### src/hw/mirq_pkg.sv
// Constants and types shared by the motion interrupt enable and pin control block.
package mirq_pkg;

    // ************************************************************
    // Timing.
    // ************************************************************
    localparam int CLK_PERIOD_NS    = 50;
    localparam int HOLD_BASE_NS     = 312500;
    localparam int HOLD_BASE_CYCLES = (HOLD_BASE_NS + CLK_PERIOD_NS - 1) / CLK_PERIOD_NS;
    localparam int HOLD_CNT_W       = 26;

    // ************************************************************
    // Register offsets and masks.
    // ************************************************************
    localparam logic [7:0] OFS_EN_MOTION_TAP   = 8'h50;
    localparam logic [7:0] OFS_EN_FIFO_HIGHG   = 8'h51;
    localparam logic [7:0] OFS_EN_NOMOTION_STEP = 8'h52;
    localparam logic [7:0] OFS_PIN_CONFIG      = 8'h53;
    localparam logic [7:0] OFS_LATCH_CTRL      = 8'h54;
    localparam logic [7:0] MASK_EN_MOTION_TAP  = 8'hF7;
    localparam logic [7:0] MASK_EN_FIFO_HIGHG  = 8'h7F;
    localparam logic [7:0] MASK_EN_NOMOTION    = 8'h0F;
    localparam logic [7:0] MASK_PIN_CONFIG     = 8'hFF;
    localparam logic [7:0] MASK_LATCH_CTRL     = 8'h3F;
    localparam logic [7:0] REG_RESET           = 8'h00;
    localparam logic [7:0] READ_UNMAPPED       = 8'h00;

    // ************************************************************
    // Field positions.
    // ************************************************************
    localparam int PB_DRIVE_EN = 7;
    localparam int PB_OPENDRAIN = 6;
    localparam int PB_POLARITY = 5;
    localparam int PB_PULSE    = 4;
    localparam int PA_DRIVE_EN = 3;
    localparam int PA_OPENDRAIN = 2;
    localparam int PA_POLARITY = 1;
    localparam int PA_PULSE    = 0;
    localparam int LT_CLEAR    = 7;
    localparam int LT_IN_EN_B  = 5;
    localparam int LT_IN_EN_A  = 4;
    localparam int EVT_FIFO_WMARK = 14;
    localparam int EVT_W       = 24;

    // ************************************************************
    // Latch modes.
    // ************************************************************
    localparam logic [3:0] MODE_NONLATCHED = 4'h0;
    localparam logic [3:0] MODE_LATCHED    = 4'hF;

    typedef enum logic [2:0] {
        PST_IDLE  = 3'b001,
        PST_HOLD  = 3'b010,
        PST_LATCH = 3'b100
    } mirq_pin_state_t;

    // Cycles a temporary mode holds the line, doubling per mode step.
    function automatic logic [HOLD_CNT_W-1:0] hold_cycles(input logic [HOLD_CNT_W-1:0] base,
                                                         input logic [3:0] mode);
        logic [3:0] sh;
        sh = mode - 4'h1;
        hold_cycles = base << sh;
    endfunction

endpackage

### src/hw/mirq_sync.sv
// Two-flop synchroniser for the two interrupt pin input levels.
`timescale 1ns/10ps
module mirq_sync (
    // Clock and reset.
    input  wire logic       clk,
    input  wire logic       rst,
    // Asynchronous levels in, synchronous levels out.
    input  wire logic [1:0] d,
    output logic      [1:0] q
);

    logic [1:0] meta_reg;

    always_ff @(posedge clk or posedge rst) begin
        if (rst) begin
            meta_reg <= 2'h0;
            q        <= 2'h0;
        end else begin
            meta_reg <= d;
            q        <= meta_reg;
        end
    end

endmodule // mirq_sync

### src/hw/mirq_pin_drv.sv
// Latch, pulse, polarity and drive stage of one interrupt pin.
`timescale 1ns/10ps
module mirq_pin_drv #(
    parameter logic [mirq_pkg::HOLD_CNT_W-1:0] BASE = 26'(mirq_pkg::HOLD_BASE_CYCLES)
) (
    // Clock and reset.
    input  wire logic       clk,
    input  wire logic       rst,
    // Request and configuration.
    input  wire logic       req,
    input  wire logic [3:0] mode,
    input  wire logic       latch_clr,
    input  wire logic       drive_en,
    input  wire logic       opendrain,
    input  wire logic       polarity,
    input  wire logic       pulse_sel,
    // Pin drive.
    output logic            pin_o,
    output logic            pin_oe
);

    mirq_pkg::mirq_pin_state_t st_reg;
    logic [mirq_pkg::HOLD_CNT_W-1:0] cnt_reg;
    logic active_reg;
    logic active_d_reg;
    logic asserted;
    logic level;

    // ************************************************************
    // Line holding.
    // ************************************************************
    always_ff @(posedge clk or posedge rst) begin
        if (rst) begin
            st_reg  <= mirq_pkg::PST_IDLE;
            cnt_reg <= '0;
        end else begin
            unique case (st_reg)
                mirq_pkg::PST_IDLE: begin
                    if (req && mode == mirq_pkg::MODE_LATCHED) begin
                        st_reg <= mirq_pkg::PST_LATCH;
                    end else if (req && mode != mirq_pkg::MODE_NONLATCHED) begin
                        st_reg  <= mirq_pkg::PST_HOLD;
                        cnt_reg <= mirq_pkg::hold_cycles(BASE, mode) - 26'h1;
                    end
                end
                mirq_pkg::PST_HOLD: begin
                    if (req) begin
                        cnt_reg <= mirq_pkg::hold_cycles(BASE, mode) - 26'h1;
                    end else if (cnt_reg == '0) begin
                        st_reg <= mirq_pkg::PST_IDLE;
                    end else begin
                        cnt_reg <= cnt_reg - 26'h1;
                    end
                end
                mirq_pkg::PST_LATCH: begin
                    // A new request in the clearing cycle keeps the line latched.
                    if (latch_clr && !req) begin
                        st_reg <= mirq_pkg::PST_IDLE;
                    end
                end
                default: st_reg <= mirq_pkg::PST_IDLE;
            endcase
        end
    end

    always_ff @(posedge clk or posedge rst) begin
        if (rst) begin
            active_reg   <= 1'b0;
            active_d_reg <= 1'b0;
        end else begin
            active_reg   <= req || st_reg != mirq_pkg::PST_IDLE;
            active_d_reg <= active_reg;
        end
    end

    // ************************************************************
    // Electrical stage.
    // ************************************************************
    assign asserted = pulse_sel ? (active_reg && !active_d_reg) : active_reg;
    assign level    = polarity ? asserted : !asserted;

    always_ff @(posedge clk or posedge rst) begin
        if (rst) begin
            pin_o  <= 1'b0;
            pin_oe <= 1'b0;
        end else if (!drive_en) begin
            pin_o  <= 1'b0;
            pin_oe <= 1'b0;
        end else if (opendrain) begin
            pin_o  <= 1'b0;
            pin_oe <= !level;
        end else begin
            pin_o  <= level;
            pin_oe <= 1'b1;
        end
    end

    a_drive_off_float: assert property (@(posedge clk) disable iff (rst)
        !drive_en |=> !pin_oe) else $error("pin driven while output disabled");
    a_opendrain_never_high: assert property (@(posedge clk) disable iff (rst)
        drive_en && opendrain |=> !pin_o && pin_oe == !($past(polarity) ~^ $past(asserted)))
        else $error("open-drain pin drove high or wrong");
    a_pushpull_polarity: assert property (@(posedge clk) disable iff (rst)
        drive_en && !opendrain |=> pin_oe && pin_o == ($past(polarity) ~^ $past(asserted)))
        else $error("push-pull level wrong");
    a_edge_single_cycle: assert property (@(posedge clk) disable iff (rst)
        pulse_sel && asserted ##1 pulse_sel |-> !asserted)
        else $error("edge signal longer than one cycle");
    a_latch_holds: assert property (@(posedge clk) disable iff (rst)
        st_reg == mirq_pkg::PST_LATCH && !latch_clr |=> st_reg == mirq_pkg::PST_LATCH)
        else $error("latched line dropped without clear");
    c_latched: cover property (@(posedge clk) disable iff (rst)
        st_reg == mirq_pkg::PST_LATCH ##1 st_reg == mirq_pkg::PST_IDLE);
    c_hold_expire: cover property (@(posedge clk) disable iff (rst)
        st_reg == mirq_pkg::PST_HOLD ##1 st_reg == mirq_pkg::PST_IDLE);

endmodule // mirq_pin_drv

### src/hw/mirq_top.sv
// Interrupt engine enables and interrupt pin electrical configuration.
//
// What this block does
// Enable bit zero blocks engine, one allows it.
// First enable byte: flat, orient, taps, anymotion.
// Second byte: watermark, full, ready, low-g, high-g.
// Third byte: step detector, no-motion z y x.
// All four bytes read/write, reset to zero.
// Bit 7 enables pin B output drive.
// Bit 6 picks pin B open-drain, when enabled.
// Bit 5 pin B polarity: output or wake.
// Frame marking ignores pin polarity, both pins.
// Bit 4 makes pin B edge signalled.
// Bit 3 enables pin A output drive.
// Bit 2 picks pin A open-drain, when enabled.
// Bit 1 pin A polarity: output or wake.
// Bit 0 makes pin A edge signalled.
// Edge selection only counts while output enabled.
// Four-bit mode: non-latched, temporary or latched.
// Watermark fires when fill exceeds programmed level.
// Disabled engine never asserts any pin.
`timescale 1ns/10ps
module mirq_top #(
    parameter logic [mirq_pkg::HOLD_CNT_W-1:0] HOLD_BASE = 26'(mirq_pkg::HOLD_BASE_CYCLES)
) (
    // Clock and reset.
    input  wire logic        MCLK,
    input  wire logic        RST,
    // Register port.
    input  wire logic [7:0]  REG_ADDR,
    input  wire logic [7:0]  REG_WDATA,
    input  wire logic        REG_WE,
    input  wire logic        REG_RE,
    output logic      [7:0]  REG_RDATA,
    // Engine events and enables.
    input  wire logic [23:0] ENGINE_EVT,
    output logic      [23:0] ENGINE_ENABLE,
    output logic      [23:0] EVENT_GATED,
    // FIFO level.
    input  wire logic [7:0]  FIFO_FILL_WORDS,
    input  wire logic [7:0]  FIFO_WATERMARK,
    // Event to pin mapping.
    input  wire logic [23:0] MAP_PIN_A,
    input  wire logic [23:0] MAP_PIN_B,
    // Frame marking enables.
    input  wire logic        FRAME_MARK_PIN_A_ENABLE,
    input  wire logic        FRAME_MARK_PIN_B_ENABLE,
    // Pin A.
    input  wire logic        IRQ_PIN_A_I,
    output logic             IRQ_PIN_A_O,
    output logic             IRQ_PIN_A_OE,
    // Pin B.
    input  wire logic        IRQ_PIN_B_I,
    output logic             IRQ_PIN_B_O,
    output logic             IRQ_PIN_B_OE,
    // Pin input functions.
    output logic      [1:0]  POWER_UNIT_WAKE_INPUT,
    output logic             FRAME_MARK_A,
    output logic             FRAME_MARK_B
);

    // ************************************************************
    // Registers.
    // ************************************************************
    logic [7:0]  irq_enable_motion_tap_reg;
    logic [7:0]  irq_enable_fifo_highg_reg;
    logic [7:0]  irq_enable_nomotion_step_reg;
    logic [7:0]  irq_pin_electrical_config_reg;
    logic [7:0]  latch_ctrl_reg;
    logic        latch_clr_reg;
    logic [7:0]  rdata_next;
    logic [23:0] enable_all;

    // Reserved positions are masked on write so they always read zero.
    always_ff @(posedge MCLK or posedge RST) begin
        if (RST) begin
            irq_enable_motion_tap_reg     <= mirq_pkg::REG_RESET;
            irq_enable_fifo_highg_reg     <= mirq_pkg::REG_RESET;
            irq_enable_nomotion_step_reg  <= mirq_pkg::REG_RESET;
            irq_pin_electrical_config_reg <= mirq_pkg::REG_RESET;
            latch_ctrl_reg                <= mirq_pkg::REG_RESET;
        end else if (REG_WE) begin
            unique case (REG_ADDR)
                mirq_pkg::OFS_EN_MOTION_TAP: begin
                    irq_enable_motion_tap_reg <= REG_WDATA & mirq_pkg::MASK_EN_MOTION_TAP;
                end
                mirq_pkg::OFS_EN_FIFO_HIGHG: begin
                    irq_enable_fifo_highg_reg <= REG_WDATA & mirq_pkg::MASK_EN_FIFO_HIGHG;
                end
                mirq_pkg::OFS_EN_NOMOTION_STEP: begin
                    irq_enable_nomotion_step_reg <= REG_WDATA & mirq_pkg::MASK_EN_NOMOTION;
                end
                mirq_pkg::OFS_PIN_CONFIG: begin
                    irq_pin_electrical_config_reg <= REG_WDATA & mirq_pkg::MASK_PIN_CONFIG;
                end
                mirq_pkg::OFS_LATCH_CTRL: begin
                    latch_ctrl_reg <= REG_WDATA & mirq_pkg::MASK_LATCH_CTRL;
                end
                default: begin
                end
            endcase
        end
    end

    // Writing the clear bit gives a single-cycle release of latched lines.
    always_ff @(posedge MCLK or posedge RST) begin
        if (RST) begin
            latch_clr_reg <= 1'b0;
        end else begin
            latch_clr_reg <= REG_WE && REG_ADDR == mirq_pkg::OFS_LATCH_CTRL
                             && REG_WDATA[mirq_pkg::LT_CLEAR];
        end
    end

    always_comb begin
        unique case (REG_ADDR)
            mirq_pkg::OFS_EN_MOTION_TAP:    rdata_next = irq_enable_motion_tap_reg;
            mirq_pkg::OFS_EN_FIFO_HIGHG:    rdata_next = irq_enable_fifo_highg_reg;
            mirq_pkg::OFS_EN_NOMOTION_STEP: rdata_next = irq_enable_nomotion_step_reg;
            mirq_pkg::OFS_PIN_CONFIG:       rdata_next = irq_pin_electrical_config_reg;
            mirq_pkg::OFS_LATCH_CTRL:       rdata_next = latch_ctrl_reg;
            default:                        rdata_next = mirq_pkg::READ_UNMAPPED;
        endcase
    end

    always_ff @(posedge MCLK or posedge RST) begin
        if (RST) begin
            REG_RDATA <= 8'h00;
        end else if (REG_RE) begin
            REG_RDATA <= rdata_next;
        end
    end

    // ************************************************************
    // Engine gating.
    // ************************************************************
    logic        wmark_over_reg;
    logic        wmark_over;
    logic        wmark_rise;
    logic [23:0] evt_src;

    assign enable_all = {irq_enable_nomotion_step_reg,
                         irq_enable_fifo_highg_reg,
                         irq_enable_motion_tap_reg};

    // Only the crossing fires, so a FIFO parked above the level raises one event.
    assign wmark_over = FIFO_FILL_WORDS > FIFO_WATERMARK;
    assign wmark_rise = wmark_over && !wmark_over_reg;

    always_comb begin
        evt_src = ENGINE_EVT;
        evt_src[mirq_pkg::EVT_FIFO_WMARK] = ENGINE_EVT[mirq_pkg::EVT_FIFO_WMARK] || wmark_rise;
    end

    always_ff @(posedge MCLK or posedge RST) begin
        if (RST) begin
            wmark_over_reg <= 1'b0;
        end else begin
            wmark_over_reg <= wmark_over;
        end
    end

    always_ff @(posedge MCLK or posedge RST) begin
        if (RST) begin
            ENGINE_ENABLE <= 24'h000000;
            EVENT_GATED   <= 24'h000000;
        end else begin
            ENGINE_ENABLE <= enable_all;
            EVENT_GATED   <= evt_src & enable_all;
        end
    end

    // ************************************************************
    // Pin drive.
    // ************************************************************
    logic req_a;
    logic req_b;

    // Only gated events reach the pins, whatever the mapping asks for.
    assign req_a = |(EVENT_GATED & MAP_PIN_A);
    assign req_b = |(EVENT_GATED & MAP_PIN_B);

    mirq_pin_drv #(
        .BASE (HOLD_BASE)
    ) u_pin_a (
        .clk       (MCLK),
        .rst       (RST),
        .req       (req_a),
        .mode      (latch_ctrl_reg[3:0]),
        .latch_clr (latch_clr_reg),
        .drive_en  (irq_pin_electrical_config_reg[mirq_pkg::PA_DRIVE_EN]),
        .opendrain (irq_pin_electrical_config_reg[mirq_pkg::PA_OPENDRAIN]),
        .polarity  (irq_pin_electrical_config_reg[mirq_pkg::PA_POLARITY]),
        .pulse_sel (irq_pin_electrical_config_reg[mirq_pkg::PA_PULSE]),
        .pin_o     (IRQ_PIN_A_O),
        .pin_oe    (IRQ_PIN_A_OE)
    );

    mirq_pin_drv #(
        .BASE (HOLD_BASE)
    ) u_pin_b (
        .clk       (MCLK),
        .rst       (RST),
        .req       (req_b),
        .mode      (latch_ctrl_reg[3:0]),
        .latch_clr (latch_clr_reg),
        .drive_en  (irq_pin_electrical_config_reg[mirq_pkg::PB_DRIVE_EN]),
        .opendrain (irq_pin_electrical_config_reg[mirq_pkg::PB_OPENDRAIN]),
        .polarity  (irq_pin_electrical_config_reg[mirq_pkg::PB_POLARITY]),
        .pulse_sel (irq_pin_electrical_config_reg[mirq_pkg::PB_PULSE]),
        .pin_o     (IRQ_PIN_B_O),
        .pin_oe    (IRQ_PIN_B_OE)
    );

    // ************************************************************
    // Pin input functions.
    // ************************************************************
    logic [1:0] pin_sync;
    logic       drive_a;
    logic       drive_b;
    logic       pol_a;
    logic       pol_b;
    logic       in_en_a;
    logic       in_en_b;

    mirq_sync u_sync (
        .clk (MCLK),
        .rst (RST),
        .d   ({IRQ_PIN_B_I, IRQ_PIN_A_I}),
        .q   (pin_sync)
    );

    assign drive_a = irq_pin_electrical_config_reg[mirq_pkg::PA_DRIVE_EN];
    assign drive_b = irq_pin_electrical_config_reg[mirq_pkg::PB_DRIVE_EN];
    assign pol_a   = irq_pin_electrical_config_reg[mirq_pkg::PA_POLARITY];
    assign pol_b   = irq_pin_electrical_config_reg[mirq_pkg::PB_POLARITY];
    assign in_en_a = latch_ctrl_reg[mirq_pkg::LT_IN_EN_A];
    assign in_en_b = latch_ctrl_reg[mirq_pkg::LT_IN_EN_B];

    // With the output off, polarity qualifies the wake trigger instead.
    always_ff @(posedge MCLK or posedge RST) begin
        if (RST) begin
            POWER_UNIT_WAKE_INPUT <= 2'h0;
        end else begin
            POWER_UNIT_WAKE_INPUT[0] <= !drive_a && in_en_a && (pol_a ~^ pin_sync[0]);
            POWER_UNIT_WAKE_INPUT[1] <= !drive_b && in_en_b && (pol_b ~^ pin_sync[1]);
        end
    end

    // Frame marking reads the raw level as active high on purpose.
    always_ff @(posedge MCLK or posedge RST) begin
        if (RST) begin
            FRAME_MARK_A <= 1'b0;
            FRAME_MARK_B <= 1'b0;
        end else begin
            FRAME_MARK_A <= FRAME_MARK_PIN_A_ENABLE && in_en_a && pin_sync[0];
            FRAME_MARK_B <= FRAME_MARK_PIN_B_ENABLE && in_en_b && pin_sync[1];
        end
    end

    // ************************************************************
    // Checks.
    // ************************************************************
    a_reset_all_zero: assert property (@(posedge MCLK)
        $past(RST) |-> ENGINE_ENABLE == 24'h000000 && irq_pin_electrical_config_reg == 8'h00
        && !IRQ_PIN_A_OE && !IRQ_PIN_B_OE) else $error("state not zero after reset");
    a_gate_blocks_event: assert property (@(posedge MCLK) disable iff (RST)
        ##1 (EVENT_GATED & ~$past(enable_all)) == 24'h000000)
        else $error("disabled engine raised event");
    a_gate_passes_event: assert property (@(posedge MCLK) disable iff (RST)
        (ENGINE_EVT & enable_all) != 24'h000000 |=> EVENT_GATED != 24'h000000)
        else $error("enabled engine event lost");
    a_reserved_read_zero: assert property (@(posedge MCLK) disable iff (RST)
        REG_RE && REG_ADDR == mirq_pkg::OFS_EN_MOTION_TAP |=> !REG_RDATA[3])
        else $error("reserved bit reads one");
    a_reserved_hi_zero: assert property (@(posedge MCLK) disable iff (RST)
        REG_RE && REG_ADDR == mirq_pkg::OFS_EN_NOMOTION_STEP |=> REG_RDATA[7:4] == 4'h0)
        else $error("reserved nibble reads nonzero");
    a_write_read_back: assert property (@(posedge MCLK) disable iff (RST)
        REG_WE && REG_ADDR == mirq_pkg::OFS_EN_FIFO_HIGHG ##1 REG_RE && !REG_WE
        && REG_ADDR == mirq_pkg::OFS_EN_FIFO_HIGHG
        |=> REG_RDATA == ($past(REG_WDATA, 2) & mirq_pkg::MASK_EN_FIFO_HIGHG))
        else $error("enable byte read-back wrong");
    a_wmark_fires: assert property (@(posedge MCLK) disable iff (RST)
        wmark_over && !wmark_over_reg && enable_all[mirq_pkg::EVT_FIFO_WMARK]
        |=> EVENT_GATED[mirq_pkg::EVT_FIFO_WMARK]) else $error("watermark event missing");
    a_disabled_no_pin: assert property (@(posedge MCLK) disable iff (RST)
        enable_all == 24'h000000 && $past(enable_all) == 24'h000000
        |-> !req_a && !req_b) else $error("pin request with all engines off");
    a_wake_off_driving: assert property (@(posedge MCLK) disable iff (RST)
        drive_a |=> !POWER_UNIT_WAKE_INPUT[0]) else $error("wake seen while pin A drives");
    a_mark_ignores_pol: assert property (@(posedge MCLK) disable iff (RST)
        FRAME_MARK_PIN_B_ENABLE && in_en_b |=> FRAME_MARK_B == $past(pin_sync[1]))
        else $error("frame mark follows polarity");
    c_pin_a_asserts: cover property (@(posedge MCLK) disable iff (RST)
        req_a && drive_a ##2 IRQ_PIN_A_OE);
    c_wake_seen: cover property (@(posedge MCLK) disable iff (RST)
        POWER_UNIT_WAKE_INPUT[1]);
    c_wmark_event: cover property (@(posedge MCLK) disable iff (RST)
        EVENT_GATED[mirq_pkg::EVT_FIFO_WMARK]);

endmodule // mirq_top

### config.mk
export PLATFORM = sky130hd
export DESIGN_NAME = mirq_top
export DESIGN_NICKNAME = d
export VERILOG_FILES = /design/src/hw/mirq_pkg.sv /design/src/hw/mirq_sync.sv /design/src/hw/mirq_pin_drv.sv /design/src/hw/mirq_top.sv
export SDC_FILE = /design/constraint.sdc
export NUM_CORES = 1
export LEC_CHECK = 0
export BUFFER_PORTS_ARGS = -buffer_cell sky130_fd_sc_hd__buf_2
export CAP_MARGIN = 30
export CORE_MARGIN = 10
export CORE_UTILIZATION = 45
export CTS_BUF_LIST = sky130_fd_sc_hd__clkbuf_16
export DETAILED_ROUTE_END_ITERATION = 6
export PLACE_DENSITY = 0.74
export SYNTH_ARGS = -nofsm -noshare
export SYNTH_HDL_FRONTEND = slang
export SYNTH_SLANG_ARGS = --single-unit
### constraint.sdc
create_clock -name MCLK -period 13.9 [get_ports MCLK]
set_input_delay 1.39 -clock MCLK [delete_from_list [all_inputs] [get_ports MCLK]]
set_output_delay 1.39 -clock MCLK [all_outputs]
set_load 0.005 [all_outputs]
## Word level (Yosys, flattened, before mapping)

Index checks and enable logic that the tools add are counted.

| word-level totals | value |
|---|---|
| register bits after elaboration | 158 |
| input bits | 112 |
| output and inout bits | 64 |

| operators by class | value |
|---|---|
| $add $sub $neg | 4 |
| $lt $le $gt $ge | 1 |
| equality and inequality tests | 28 |
| shift-type cells | 1 |
| multiplexer cells | 35 |
| bitwise gates (word level) | 5 |
| reduce and logical (&&, ||, !) cells | 49 |

Operator list:

| operator | number |
|---|---|
| 26-bit 2-to-1 mux | 8 |
| 26-bit one-hot mux with 2 select lines | 2 |
| 26-bit by 1-bit subtractor with 26-bit output, second input constant | 3 |
| 26-bit zero test | 2 |
| 24-bit AND | 2 |
| 24-bit OR reduction | 2 |
| 8-bit by 7-bit equality test with 1-bit output, second input constant | 5 |
| 8-bit one-hot mux with 5 select lines | 1 |
| 3-bit 2-to-1 mux | 10 |
| 13-bit by 4-bit left shift with 26-bit output, first input constant | 1 |
| 24-bit by 20-bit AND with 24-bit output | 1 |
| 1-bit logical AND | 19 |
| 3-bit one-hot mux with 3 select lines | 2 |
| 4-bit AND reduction | 4 |
| 1-bit 2-to-1 mux | 12 |
| 2-bit by 1-bit != test with 1-bit output, second input constant | 6 |
| 3-bit by 1-bit != test with 1-bit output, second input constant | 4 |
| 1-bit zero test | 11 |
| 2-bit AND reduction | 5 |
| 8-bit > comparator | 1 |
| 2-bit != test, second input constant | 4 |
| 3-bit by 1-bit equality test with 1-bit output, second input constant | 2 |
| 3-bit by 2-bit equality test with 1-bit output, second input constant | 2 |
| 3-bit equality test, second input constant | 2 |
| 7 further kinds | 12 |

## Longest topological paths before layout

Gate-level depths: netlist of run 1.

| logic depth | value |
|---|---|
| depth after elaboration | 8 |
| mapped depth | 16 |
| mapped depth without buffers | 12 |

## Hierarchy

Synthesis of run 1 repeated with hierarchy kept, for this count alone.

| unflattened totals | value |
|---|---|
| cell total of the unflattened synthesis | 1,040 |
| area total of the unflattened synthesis | 9,526.6 um2 |

Modules (own cells, without submodules):

| module | instances | cells an instance | area an instance (um2) | seq. area each (um2) |
|---|---|---|---|---|
| mirq_top | 1 | 279 | 3,676.0 | 2,052.0 |
| mirq_pin_drv (u_pin_b) | 1 | 388 | 2,901.5 | 827.0 |
| mirq_pin_drv (u_pin_a) | 1 | 368 | 2,845.2 | 827.0 |
| mirq_sync | 1 | 5 | 103.8 | 100.1 |

## Worst setup path before layout of run 1

OpenSTA, ideal clock, no wires.

| path | value |
|---|---|
| path kind | flip-flop to flip-flop |
| from | register latch_ctrl_reg[0] |
| to | register u_pin_a.cnt_reg[15] (netlist name) |
| setup time | 0.094 ns |
| arrival | 3.828 ns |
| setup slack | 9.978 ns |
| stages on the path, launching flop included | 16 |
| buffers on the path | 4 |
| period minus slack after synthesis | 3.922 ns |
| cell sequence | dfrtp_1 > clkbuf_1 > inv_1 > ha_1 > ha_1 > clkbuf_1 > clkbuf_1 > clkbuf_1 > nand3_1 > ha_1 > o21ai_0 > a211oi_2 > nand4b_1 > or4_1 > xor2_1 > a221oi_2 |

| between the ends | value |
|---|---|
| longest elaborated chain between the ends | 6 |
| elaborated cells between the ends (all ways) | 14 |

Ends and longest elaborated chain:

| item | line | text |
|---|---|---|
| from (decl) | mirq_top.sv:69 | `logic [7:0] latch_ctrl_reg;` |
| from (signal assigned) | mirq_top.sv:81 | `latch_ctrl_reg <= mirq_pkg::REG_RESET;` |
| from (signal assigned) | mirq_top.sv:97 | `latch_ctrl_reg <= REG_WDATA & mirq_pkg::MASK_LATCH_CTRL;` |
| 4-bit by 1-bit subtractor with 4-bit output | mirq_pkg.sv:61 | `sh = mode - 4'h1;` |
| 13-bit by 4-bit left shift with 26-bit output | mirq_pkg.sv:62 | `hold_cycles = base << sh;` |
| 26-bit by 1-bit subtractor with 26-bit output | mirq_pin_drv.sv:43, mirq_pin_drv.sv:48 |  |
| 26-bit 2-to-1 mux | mirq_pin_drv.sv:41 | `end else if (req && mode != mirq_pkg::MODE_NONLATCHED) begin` |
| 26-bit 2-to-1 mux | mirq_pin_drv.sv:39 | `if (req && mode == mirq_pkg::MODE_LATCHED) begin` |
| 26-bit one-hot mux with 2 select lines | mirq_pin_drv.sv:37 | `unique case (st_reg)` |
| to (signal assigned) | mirq_pin_drv.sv:43 | `cnt_reg <= mirq_pkg::hold_cycles(BASE, mode) - 26'h1;` |
| to (signal assigned) | mirq_pin_drv.sv:48 | `cnt_reg <= mirq_pkg::hold_cycles(BASE, mode) - 26'h1;` |
| to (signal assigned) | mirq_pin_drv.sv:52 | `cnt_reg <= cnt_reg - 26'h1;` |
| to (decl) | mirq_pin_drv.sv:23 | `logic [mirq_pkg::HOLD_CNT_W-1:0] cnt_reg;` |

Parallel ways exist; a longest one is shown, timed or not. The select of a mux whose other input is x is not followed.
A chain may end at the register's enable or synchronous reset.

## Worst setup path in the final report of run 1

| path | value |
|---|---|
| from | register latch_ctrl_reg[1] |
| to | register u_pin_a.cnt_reg[15] (netlist name) |

Same word-level chain as after synthesis.

==> qor.yml, run 1 <==
drt_pass1_iterations: 6
diodes: 0
synth_cell_types: 77
drt-initial-drc-count: 687
critPathMaxFanout: 32
numPortBuffers: 145
gr-total-overflow: 0
outcome: "complete, no violations"
yosysTopAreaCell: "dfrtp_1"
fin_skew_ps: 13.5
grt_antenna_before_repair: 0
power_frac_comb_pct: 22.3
power_switching_share_pct: 35.6
clk_root_buffer_cell: "clkbuf_16"
die_x_um: 158
path_buf_inv: 2
synthTopCellsByArea: "dfrtp_1, mux2_2, o21ai_0"
arrival_ps: 4870
max_stage_delay_ps: 950
drt.antenna.violating_nets: 0
layout_min_cycle_time_ps: 4520
grt_pass1_wl_mm: 40.5
num_io_pins: 176
htree_levels: 4
fin_nets: 1167
power_leakage_nw: 4.78
place_hpwl_mm: 18.3
grt_max_degree: 99
grt_pass1_vias: 7457
final_layout_size_suffix_gt1_share_pct: 23.1
vias_per_cell: 5.95
synthFlopType: "dfrtp_1"
fp.dieH_um: 158
cts_max_path_buffers: 2
die_area_sq_mm: 0.0250
final_util_pct: 53.5
peakVddDrop_mv: 0.0938
timing.final.crit_share_pct: 32.5
routed_wl_mm: 25.2
worst_pin_slew_ps: 1040
hold_start: "u_sync.meta_reg[0]"
cap_violations: 0
grt_usage_pct: 20.4
hold_viol_final: 0
fin_cells: 1283
areaGrowthSynthToFinish_pct: 17.0
post_cts.repair.setup_buffers: 0
p_int_mw: 0.901
critPathLaunchType: "register"
end_kind: "register"
cts.clk_slew.worst_paths_ps: 70
drv_slew: 0
synth_area_sq_mm: 0.00859
hold_ws_ps: 354
synth.top_cell.area_share_pct: 43.7
yosysWarnings: 0
power_frac_clock_pct: 33.9
pwr-share-seq_pct: 43.7
ctsHoldBuffers: 0
worstReg2RegStart: "latch_ctrl_reg[1]"
synthArstFlopShare_pct: 100
synth_seq_cells: 152
clk_latency_ps: 440
fmax_mhz: 221
relSlewSlack_pct: 30.3
finalPower_mw: 1.40
cts_tree: "built"
crit_family: "adder cells"
cts_resized: 0
initial_core_util_pct: 45.8
drc: 0
crit_slowest_cell: "ha_1"
setup_viol: 0
crit_chain: "inv_1 > ha_1 > ha_1 > inv_1 > o21ai_0 > o22ai_1 > nand4b_1 > or4_1 > xor2_1 > a221oi_2"
fin_setup_tns_ps: 0
synth_edf_count: 0
rows: 50
numCtsBuffers: 17
placed_area_sq_mm: 0.00943
stdcell_area_sq_mm: 0.0100
core_area_sq_mm: 0.0188
dp_cells: 1251
setup_ws_ps: 9380
clock_sinks: 152
crit_type: "reg -> reg"
hold_class: "reg -> reg"
worst_ep_required_time_ps: 14250
vias: 7638
postSynthAreaPerCell_sq_um: 9.41
cp-startpoint: "latch_ctrl_reg[1]"
routedWlPerCell_um: 19.6
power_density_mw_per_mm2: 139
dp_slack_ps: 9440
syn_inst: 913
fillers: 1705
rsz0062_at_grt: "no"
p_switching_mw: 0.499
synth_seq_area_share_pct: 44.3
finalWeightedCongestion: 0.889
## final cells by class
type / instances / area, sq um / area share (%)
Tap cell: 234 / 293 / 2.91
Timing Repair Buffer: 153 / 791 / 7.87
Multi-Input combinational cell: 673 / 4390 / 43.7
Clock buffer: 17 / 425 / 4.23
Clock inverter: 15 / 188 / 1.87
Inverter: 39 / 151 / 1.51
Sequential cell: 152 / 3810 / 37.9
## Yosys cell counts (all sizes together), types with 14 or more instances
| library cell | instances |
|---|---|
| dfrtp | 150 |
| o21ai | 74 |
| a21oi | 63 |
| nand2 | 62 |
| nor2 | 59 |
| clkbuf | 40 |
| inv | 39 |
| mux2 | 36 |
| nand3 | 34 |
| nor3 | 23 |
| a22oi | 21 |
| buf | 20 |
| and2 | 19 |
| ha | 19 |
| nor4 | 18 |
| a22o | 16 |
| and3 | 14 |
## cells by family after synthesis
family                     after synthesis  synth area share, %
buffers and inverters                   99                 5.07
DFF                                    152                 44.3
and+or+nand+nor                        313                 19.6
adders and majority gates               19                 2.77
AOI/OAI and AO/OA                      268                 20.5
muxes                                   45                 6.06
other                                    1               0.0437
xor gates and xnor gates                16                 1.63
## worst reg2reg max path, delay by kind of cell, from the launching register on
family / cells / cell delay (ps)
AO/OA/AOI/OAI: 3 / 750
XOR/XNOR: 1 / 220
adder cells (fa/ha/maj): 2 / 1300
buffers and inverters: 2 / 570
flip-flops: 1 / 790
AND/OR/NAND/NOR: 2 / 790
## metal layers
metal / GRT usage [%] / part of all wire, % / up-vias
li1: - / - / 3589
met1: 26.5 / 43 / 3713
met2: 32.5 / 48 / 308
met3: 5.59 / 7.5 / 28
met4: 6.09 / 1.3 / 0
met5: 0 / 0 / -
## power groups by stage
stage | Combinational (mW) | Clock (mW) | Sequential [mW]
global route | 0.350 | 0.501 | 0.622
CTS | 0.310 | 0.482 | 0.609
detailed placement | 0.309 | 0 | 0.612
finish | 0.313 | 0.475 | 0.612
floorplan | 0.240 | 0 | 0.588
global placement | 0.300 | 0 | 0.612
## cells in the final DEF, fill, tap and decap left out, types with 11 or more instances in the layout
| cell type | Yosys | layout |
|---|---|---|
| nor2_1 | 59 | 59 |
| and2_1 | 18 | 18 |
| ha_1 | 19 | 19 |
| buf_2 | 3 | 146 |
| nor3_1 | 23 | 22 |
| a22oi_1 | 21 | 21 |
| o21ai_0 | 72 | 72 |
| a21oi_1 | 63 | 63 |
| conb_1 | 1 | 12 |
| a22o_1 | 16 | 16 |
| nand3_1 | 34 | 34 |
| inv_1 | 38 | 37 |
| nand2b_1 | 12 | 12 |
| or4_1 | 12 | 12 |
| and3_1 | 14 | 14 |
| nand2_1 | 62 | 62 |
| xor2_1 | 11 | 11 |
| nor4_1 | 17 | 17 |
| clkbuf_16 | 0 | 17 |
| dfrtp_1 | 150 | 150 |
| nor3b_1 | 11 | 11 |
| mux2_2 | 36 | 36 |
## final timing paths
path / to / slack (ps) / cells past startpoint
hold / removal: u_sync.q[0] / 350 / 0
setup reg to reg: u_pin_a.cnt_reg[15] / 9380 / 10
min in group asynchronous: ENGINE_ENABLE[13] / 1140 / 2
max in group asynchronous: u_pin_b.cnt_reg[0] / 11550 / 3
hold reg to reg: u_sync.q[0] / 350 / 0
setup / recovery: u_pin_a.cnt_reg[15] / 9380 / 10
(Power assumes the default switching activity.)
==> inputs of run 2 (changes only) <==
--- a/config.mk
+++ b/config.mk
@@ -11,7 +11,7 @@
 export CORE_UTILIZATION = 45
 export CTS_BUF_LIST = sky130_fd_sc_hd__clkbuf_16
 export DETAILED_ROUTE_END_ITERATION = 6
-export PLACE_DENSITY = 0.74
+export PLACE_DENSITY = 0.76
 export SYNTH_ARGS = -nofsm -noshare
 export SYNTH_HDL_FRONTEND = slang
 export SYNTH_SLANG_ARGS = --single-unit
==> constraint.sdc (replaced) <==
create_clock -name MCLK -period 3.9 [get_ports MCLK]
set_input_delay 0.39 -clock MCLK [delete_from_list [all_inputs] [get_ports MCLK]]
set_output_delay 0.39 -clock MCLK [all_outputs]
set_load 0.005 [all_outputs]
==> run 2 against run 1 <==
Worst hold slack lost 340 ps. Clock skew up 1.0 ps. Clock-buffer cell count stayed put. Final cell count is 0.78% higher. Non-clock buffer count rose by 10. Sequential cell count stayed put. Combinational power rose to 3.7 times the previous value. Global-route usage grew 0.54 points. Final area is 1.0% higher.
==> qor.yml, run 2 (synthesized netlist as in run 1, its figures left out) <==
ctsHoldBuffers: 0
dp_slack_ps: 324
place_hpwl_mm: 18.9
rsz0062_at_grt: "no"
arrival_ps: 3940
outcome: "complete, no violations"
setup_viol: 0
areaGrowthSynthToFinish_pct: 18.2
initial_core_util_pct: 45.8
die_area_sq_mm: 0.0250
grt_max_degree: 83
fp.dieH_um: 158
final_layout_size_suffix_gt1_share_pct: 23.9
finalWeightedCongestion: 0.888
fin_skew_ps: 14.5
hold_class: "in -> async"
htree_levels: 4
diodes: 0
placed_area_sq_mm: 0.00953
cts_max_path_buffers: 2
hold_viol_final: 0
cts_tree: "built"
end_kind: "register"
vias: 7876
power_density_mw_per_mm2: 495
num_io_pins: 176
drc: 0
relSlewSlack_pct: 39.3
drt.antenna.violating_nets: 0
routed_wl_mm: 25.9
grt_usage_pct: 21.0
hold_ws_ps: 16.3
clock_sinks: 152
core_area_sq_mm: 0.0188
timing.final.crit_share_pct: 92.0
numPortBuffers: 145
final_cell_mix: "dfrtp_1, buf_2, o21ai_0"
stdcell_area_sq_mm: 0.0101
critPathLaunchType: "register"
crit_type: "reg -> reg"
grt_antenna_before_repair: 1
die_x_um: 158
drt_pass1_iterations: 6
numCtsBuffers: 17
cts.clk_slew.worst_paths_ps: 80
fin_nets: 1177
grt_pass1_vias: 7714
power_leakage_nw: 4.83
peakVddDrop_mv: 0.321
final_common_cell: "dfrtp_1"
fin_setup_tns_ps: 0
drv_slew: 0
routedWlPerCell_um: 20.0
worst_pin_slew_ps: 910
setup_ws_ps: 312
rows: 50
fmax_mhz: 279
cap_violations: 0
layout_min_cycle_time_ps: 3590
gr-total-overflow: 0
drt-initial-drc-count: 775
vias_per_cell: 6.09
clk_latency_ps: 440
clk_root_buffer_cell: "clkbuf_16"
grt_pass1_wl_mm: 41.5
critPathMaxFanout: 16
worst_ep_required_time_ps: 4250
[run 2: worst paths after layout]
kind                                         start                      endpoint  slack [ps]  depth (start not counted)
worst max-delay path             latch_ctrl_reg[2]           u_pin_a.cnt_reg[15]         310                         10
max in group asynchronous                      RST  irq_enable_motion_tap_reg[5]        3120                          3
worst min-delay path                           RST           u_pin_b.cnt_reg[23]          20                          2
min in group MCLK                      IRQ_PIN_A_I            u_sync.meta_reg[0]          60                          1
worst max register to register   latch_ctrl_reg[2]           u_pin_a.cnt_reg[15]         310                         10
worst min register to register  u_sync.meta_reg[0]                   u_sync.q[0]         360                          0
[run 2: metrics by stage]
| step | util, % | total power, mW | std cells |
|---|---|---|---|
| final | 54.1 | 5.02 | 1293 |
| after global routing | 54.1 | 5.29 | 1293 |
| after CTS | 54.1 | 5.01 | 1293 |
| after detailed placement | 50.8 | 3.31 | 1261 |
| after global placement | 50.7 | 3.26 | 1260 |
| after floorplan | - | 2.95 | 924 |
[run 2: power breakdown]
part           leakage [nW]  total (mW)  internal, mW  switching (mW)
Combinational          2.54        1.15         0.494           0.654
Clock                 0.299        1.69         0.874           0.814
Sequential             2.00        2.19          1.86           0.330
[run 2: layout make-up]
cell class / count / area, sq um
Sequential cell: 152 / 3810
Timing Repair Buffer: 163 / 886
Inverter: 39 / 150
Multi-Input combinational cell: 673 / 4390
Tap cell: 234 / 293
Fill cell: 1680 / 8620
Clock buffer: 17 / 425
Clock inverter: 15 / 194
[run 2: routing by layer]
layer | track usage, % | wire length, um | vias to the layer above
li1 | - | - | 3616
met1 | 27.0 | 10600 | 3855
met2 | 33.5 | 12500 | 369
met3 | 5.86 | 2250 | 36
met4 | 6.31 | 487 | 0
met5 | 0 | 0 | -
[run 2: repair_timing]
item,4_1_cts,5_1_grt
hold endpoints to repair,0,0
endpoints found under the setup margin,0,1
buffers inserted,0,0
resized for setup,0,1
[run 2: critical path, stage by stage (launching register included)]
cell and delay, ps:
dfrtp_1 530, or4_4 620, and2_4 250, nand3_1 200
ha_1 290, o21ai_0 190, a211oi_2 230, nand4b_1 170
or4_1 550, xor2_1 210, a221oi_2 270
==> inputs of run 3 (changes only) <==
--- a/config.mk
+++ b/config.mk
@@ -11,7 +11,7 @@
 export CORE_UTILIZATION = 45
 export CTS_BUF_LIST = sky130_fd_sc_hd__clkbuf_16
 export DETAILED_ROUTE_END_ITERATION = 6
-export PLACE_DENSITY = 0.76
+export PLACE_DENSITY = 0.74
 export SYNTH_ARGS = -nofsm -noshare
 export SYNTH_HDL_FRONTEND = slang
 export SYNTH_SLANG_ARGS = --single-unit
==> constraint.sdc (replaced) <==
create_clock -name MCLK -period 4.65 [get_ports MCLK]
set_input_delay 0.465 -clock MCLK [delete_from_list [all_inputs] [get_ports MCLK]]
set_output_delay 0.465 -clock MCLK [all_outputs]
set_load 0.005 [all_outputs]
==> run 3 against run 2 <==
Worst setup slack better by 490 ps. Power is 17% lower. Combinational power is 18% lower. Routed wire length is 3.3% lower. Clock skew is 4.0 ps lower. Global-route usage is 0.79 points lower. First-iteration DRC count is 8.5% lower. Clock power is 16% lower. Non-clock buffer count is 5 lower. Die area stayed put. Sequential cell count stayed put.
==> qor.yml, run 3 (synthesized netlist as in run 1, its figures left out) <==
routed_wl_mm: 25.0
final_common_cell: "dfrtp_1"
drc: 0
core_area_sq_mm: 0.0188
cts.clk_slew.worst_paths_ps: 80
cts_max_path_buffers: 2
post_cts.repair.setup_buffers: 0
htree_levels: 4
routedWlPerCell_um: 19.4
cpMostUsedCell: "ha_1"
hold_viol_final: 0
grt_usage_pct: 20.2
drt.antenna.violating_nets: 0
drv_slew: 0
fillers: 1658
finalPower_mw: 4.19
ctsHoldBuffers: 0
layout_min_cycle_time_ps: 3850
worst_ep_required_time_ps: 4950
relSlewSlack_pct: 40.9
drt_pass1_iterations: 5
numPortBuffers: 145
fp.dieH_um: 158
multi_input_area_sq_mm: 0.00439
clk_root_buffer_cell: "clkbuf_16"
place_hpwl_mm: 18.5
outcome: "complete, no violations"
final_util_pct: 53.7
setup_viol: 0
wl_met1_mm: 11.0
numCtsBuffers: 17
power_leakage_nw: 4.80
cts_tree: "built"
areaGrowthSynthToFinish_pct: 17.4
power_density_mw_per_mm2: 415
pwr-share-seq_pct: 43.6
register_area_sq_mm: 0.00381
fin_cells: 1288
worst_pin_slew_ps: 885
fin_setup_tns_ps: 0
die_area_sq_mm: 0.0250
power_frac_clock_pct: 33.9
crit_type: "reg -> reg"
dr_wl_met2_mm: 11.9
cts_resized: 0
power_frac_comb_pct: 22.5
vias_per_cell: 5.99
p_switching_mw: 1.49
critPathMaxFanout: 22
p_int_mw: 2.70
timing.final.crit_share_pct: 82.8
fmax_mhz: 260
gr-total-overflow: 0
dp_cells: 1256
crit_slowest_cell: "dfrtp_1"
fin_skew_ps: 10.5
rsz0062_at_grt: "no"
end_kind: "register"
grt_pass1_vias: 7479
clk_latency_ps: 430
max_stage_delay_ps: 730
crit_family: "simple AND/OR/NAND/NOR gates"
arrival_ps: 4150
final_cell_mix: "dfrtp_1, buf_2, o21ai_0"
critPathLaunchType: "register"
num_io_pins: 176
grt_antenna_before_repair: 1
rows: 50
hold_class: "in -> reg"
crit_chain: "inv_1 > ha_1 > nand3_1 > ha_1 > o21ai_0 > a211oi_2 > nand4b_1 > or4_1 > xor2_1 > a21oi_1"
grt_pass1_wl_mm: 40.2
fin_nets: 1172
grt_max_degree: 87
path_buf_inv: 1
cap_violations: 0
initial_core_util_pct: 45.8
final_layout_size_suffix_gt1_share_pct: 23.4
drt-initial-drc-count: 709
diodes: 0
top_layer_used: "met4"
finalWeightedCongestion: 0.937
clock_sinks: 152
die_x_um: 158
wl_met3_mm: 1.75
vias: 7717
peakVddDrop_mv: 0.316
power_switching_share_pct: 35.6
-- run 3: power groups by stage --
stage | clock [mW] | sequential [mW] | combinational [mW]
2_1_floorplan | 0 | 1.76 | 0.717
3_3_place_gp | 0 | 1.83 | 0.901
3_5_place_dp | 0 | 1.83 | 0.931
4_1_cts | 1.43 | 1.82 | 0.936
5_1_grt | 1.49 | 1.87 | 1.06
6_report | 1.42 | 1.83 | 0.942
-- run 3: final cells by class --
type                            count  area share, %
Clock buffer                       17           4.22
Clock inverter                     15           1.91
Inverter                           39           1.50
Multi-Input combinational cell    673           43.6
Sequential cell                   152           37.7
Tap cell                          234           2.90
Timing Repair Buffer              158           8.16
-- run 3: stage by stage --
step	hold slack, ps	area [sq um]	setup WS, ps
floorplan	331	8630	95.2
global placement	332	9470	925
detailed placement	336	9470	875
CTS	120	10100	849
global route	121	10100	475
finish	128	10100	799
-- run 3: path summary, 6_finish.rpt --
check                      depth (start not counted)               start  slack (ps)                   to
max                                               10   latch_ctrl_reg[2]         800  u_pin_b.cnt_reg[15]
min                                                1         IRQ_PIN_B_I         130   u_sync.meta_reg[1]
max reg2reg                                       10   latch_ctrl_reg[2]         800  u_pin_b.cnt_reg[15]
min reg2reg                                        0  u_sync.meta_reg[0]         350          u_sync.q[0]
max in group asynchronous                          3                 RST        3500        u_pin_a.pin_o
min in group asynchronous                          2                 RST         190  u_pin_b.cnt_reg[24]
-- run 3: layer usage --
| layer | up-vias | track usage [%] |
|---|---|---|
| met5 | - | 0 |
| met3 | 29 | 4.69 |
| met1 | 3773 | 26.9 |
| met2 | 294 | 32.2 |
| li1 | 3621 | - |
| met4 | 0 | 5.34 |
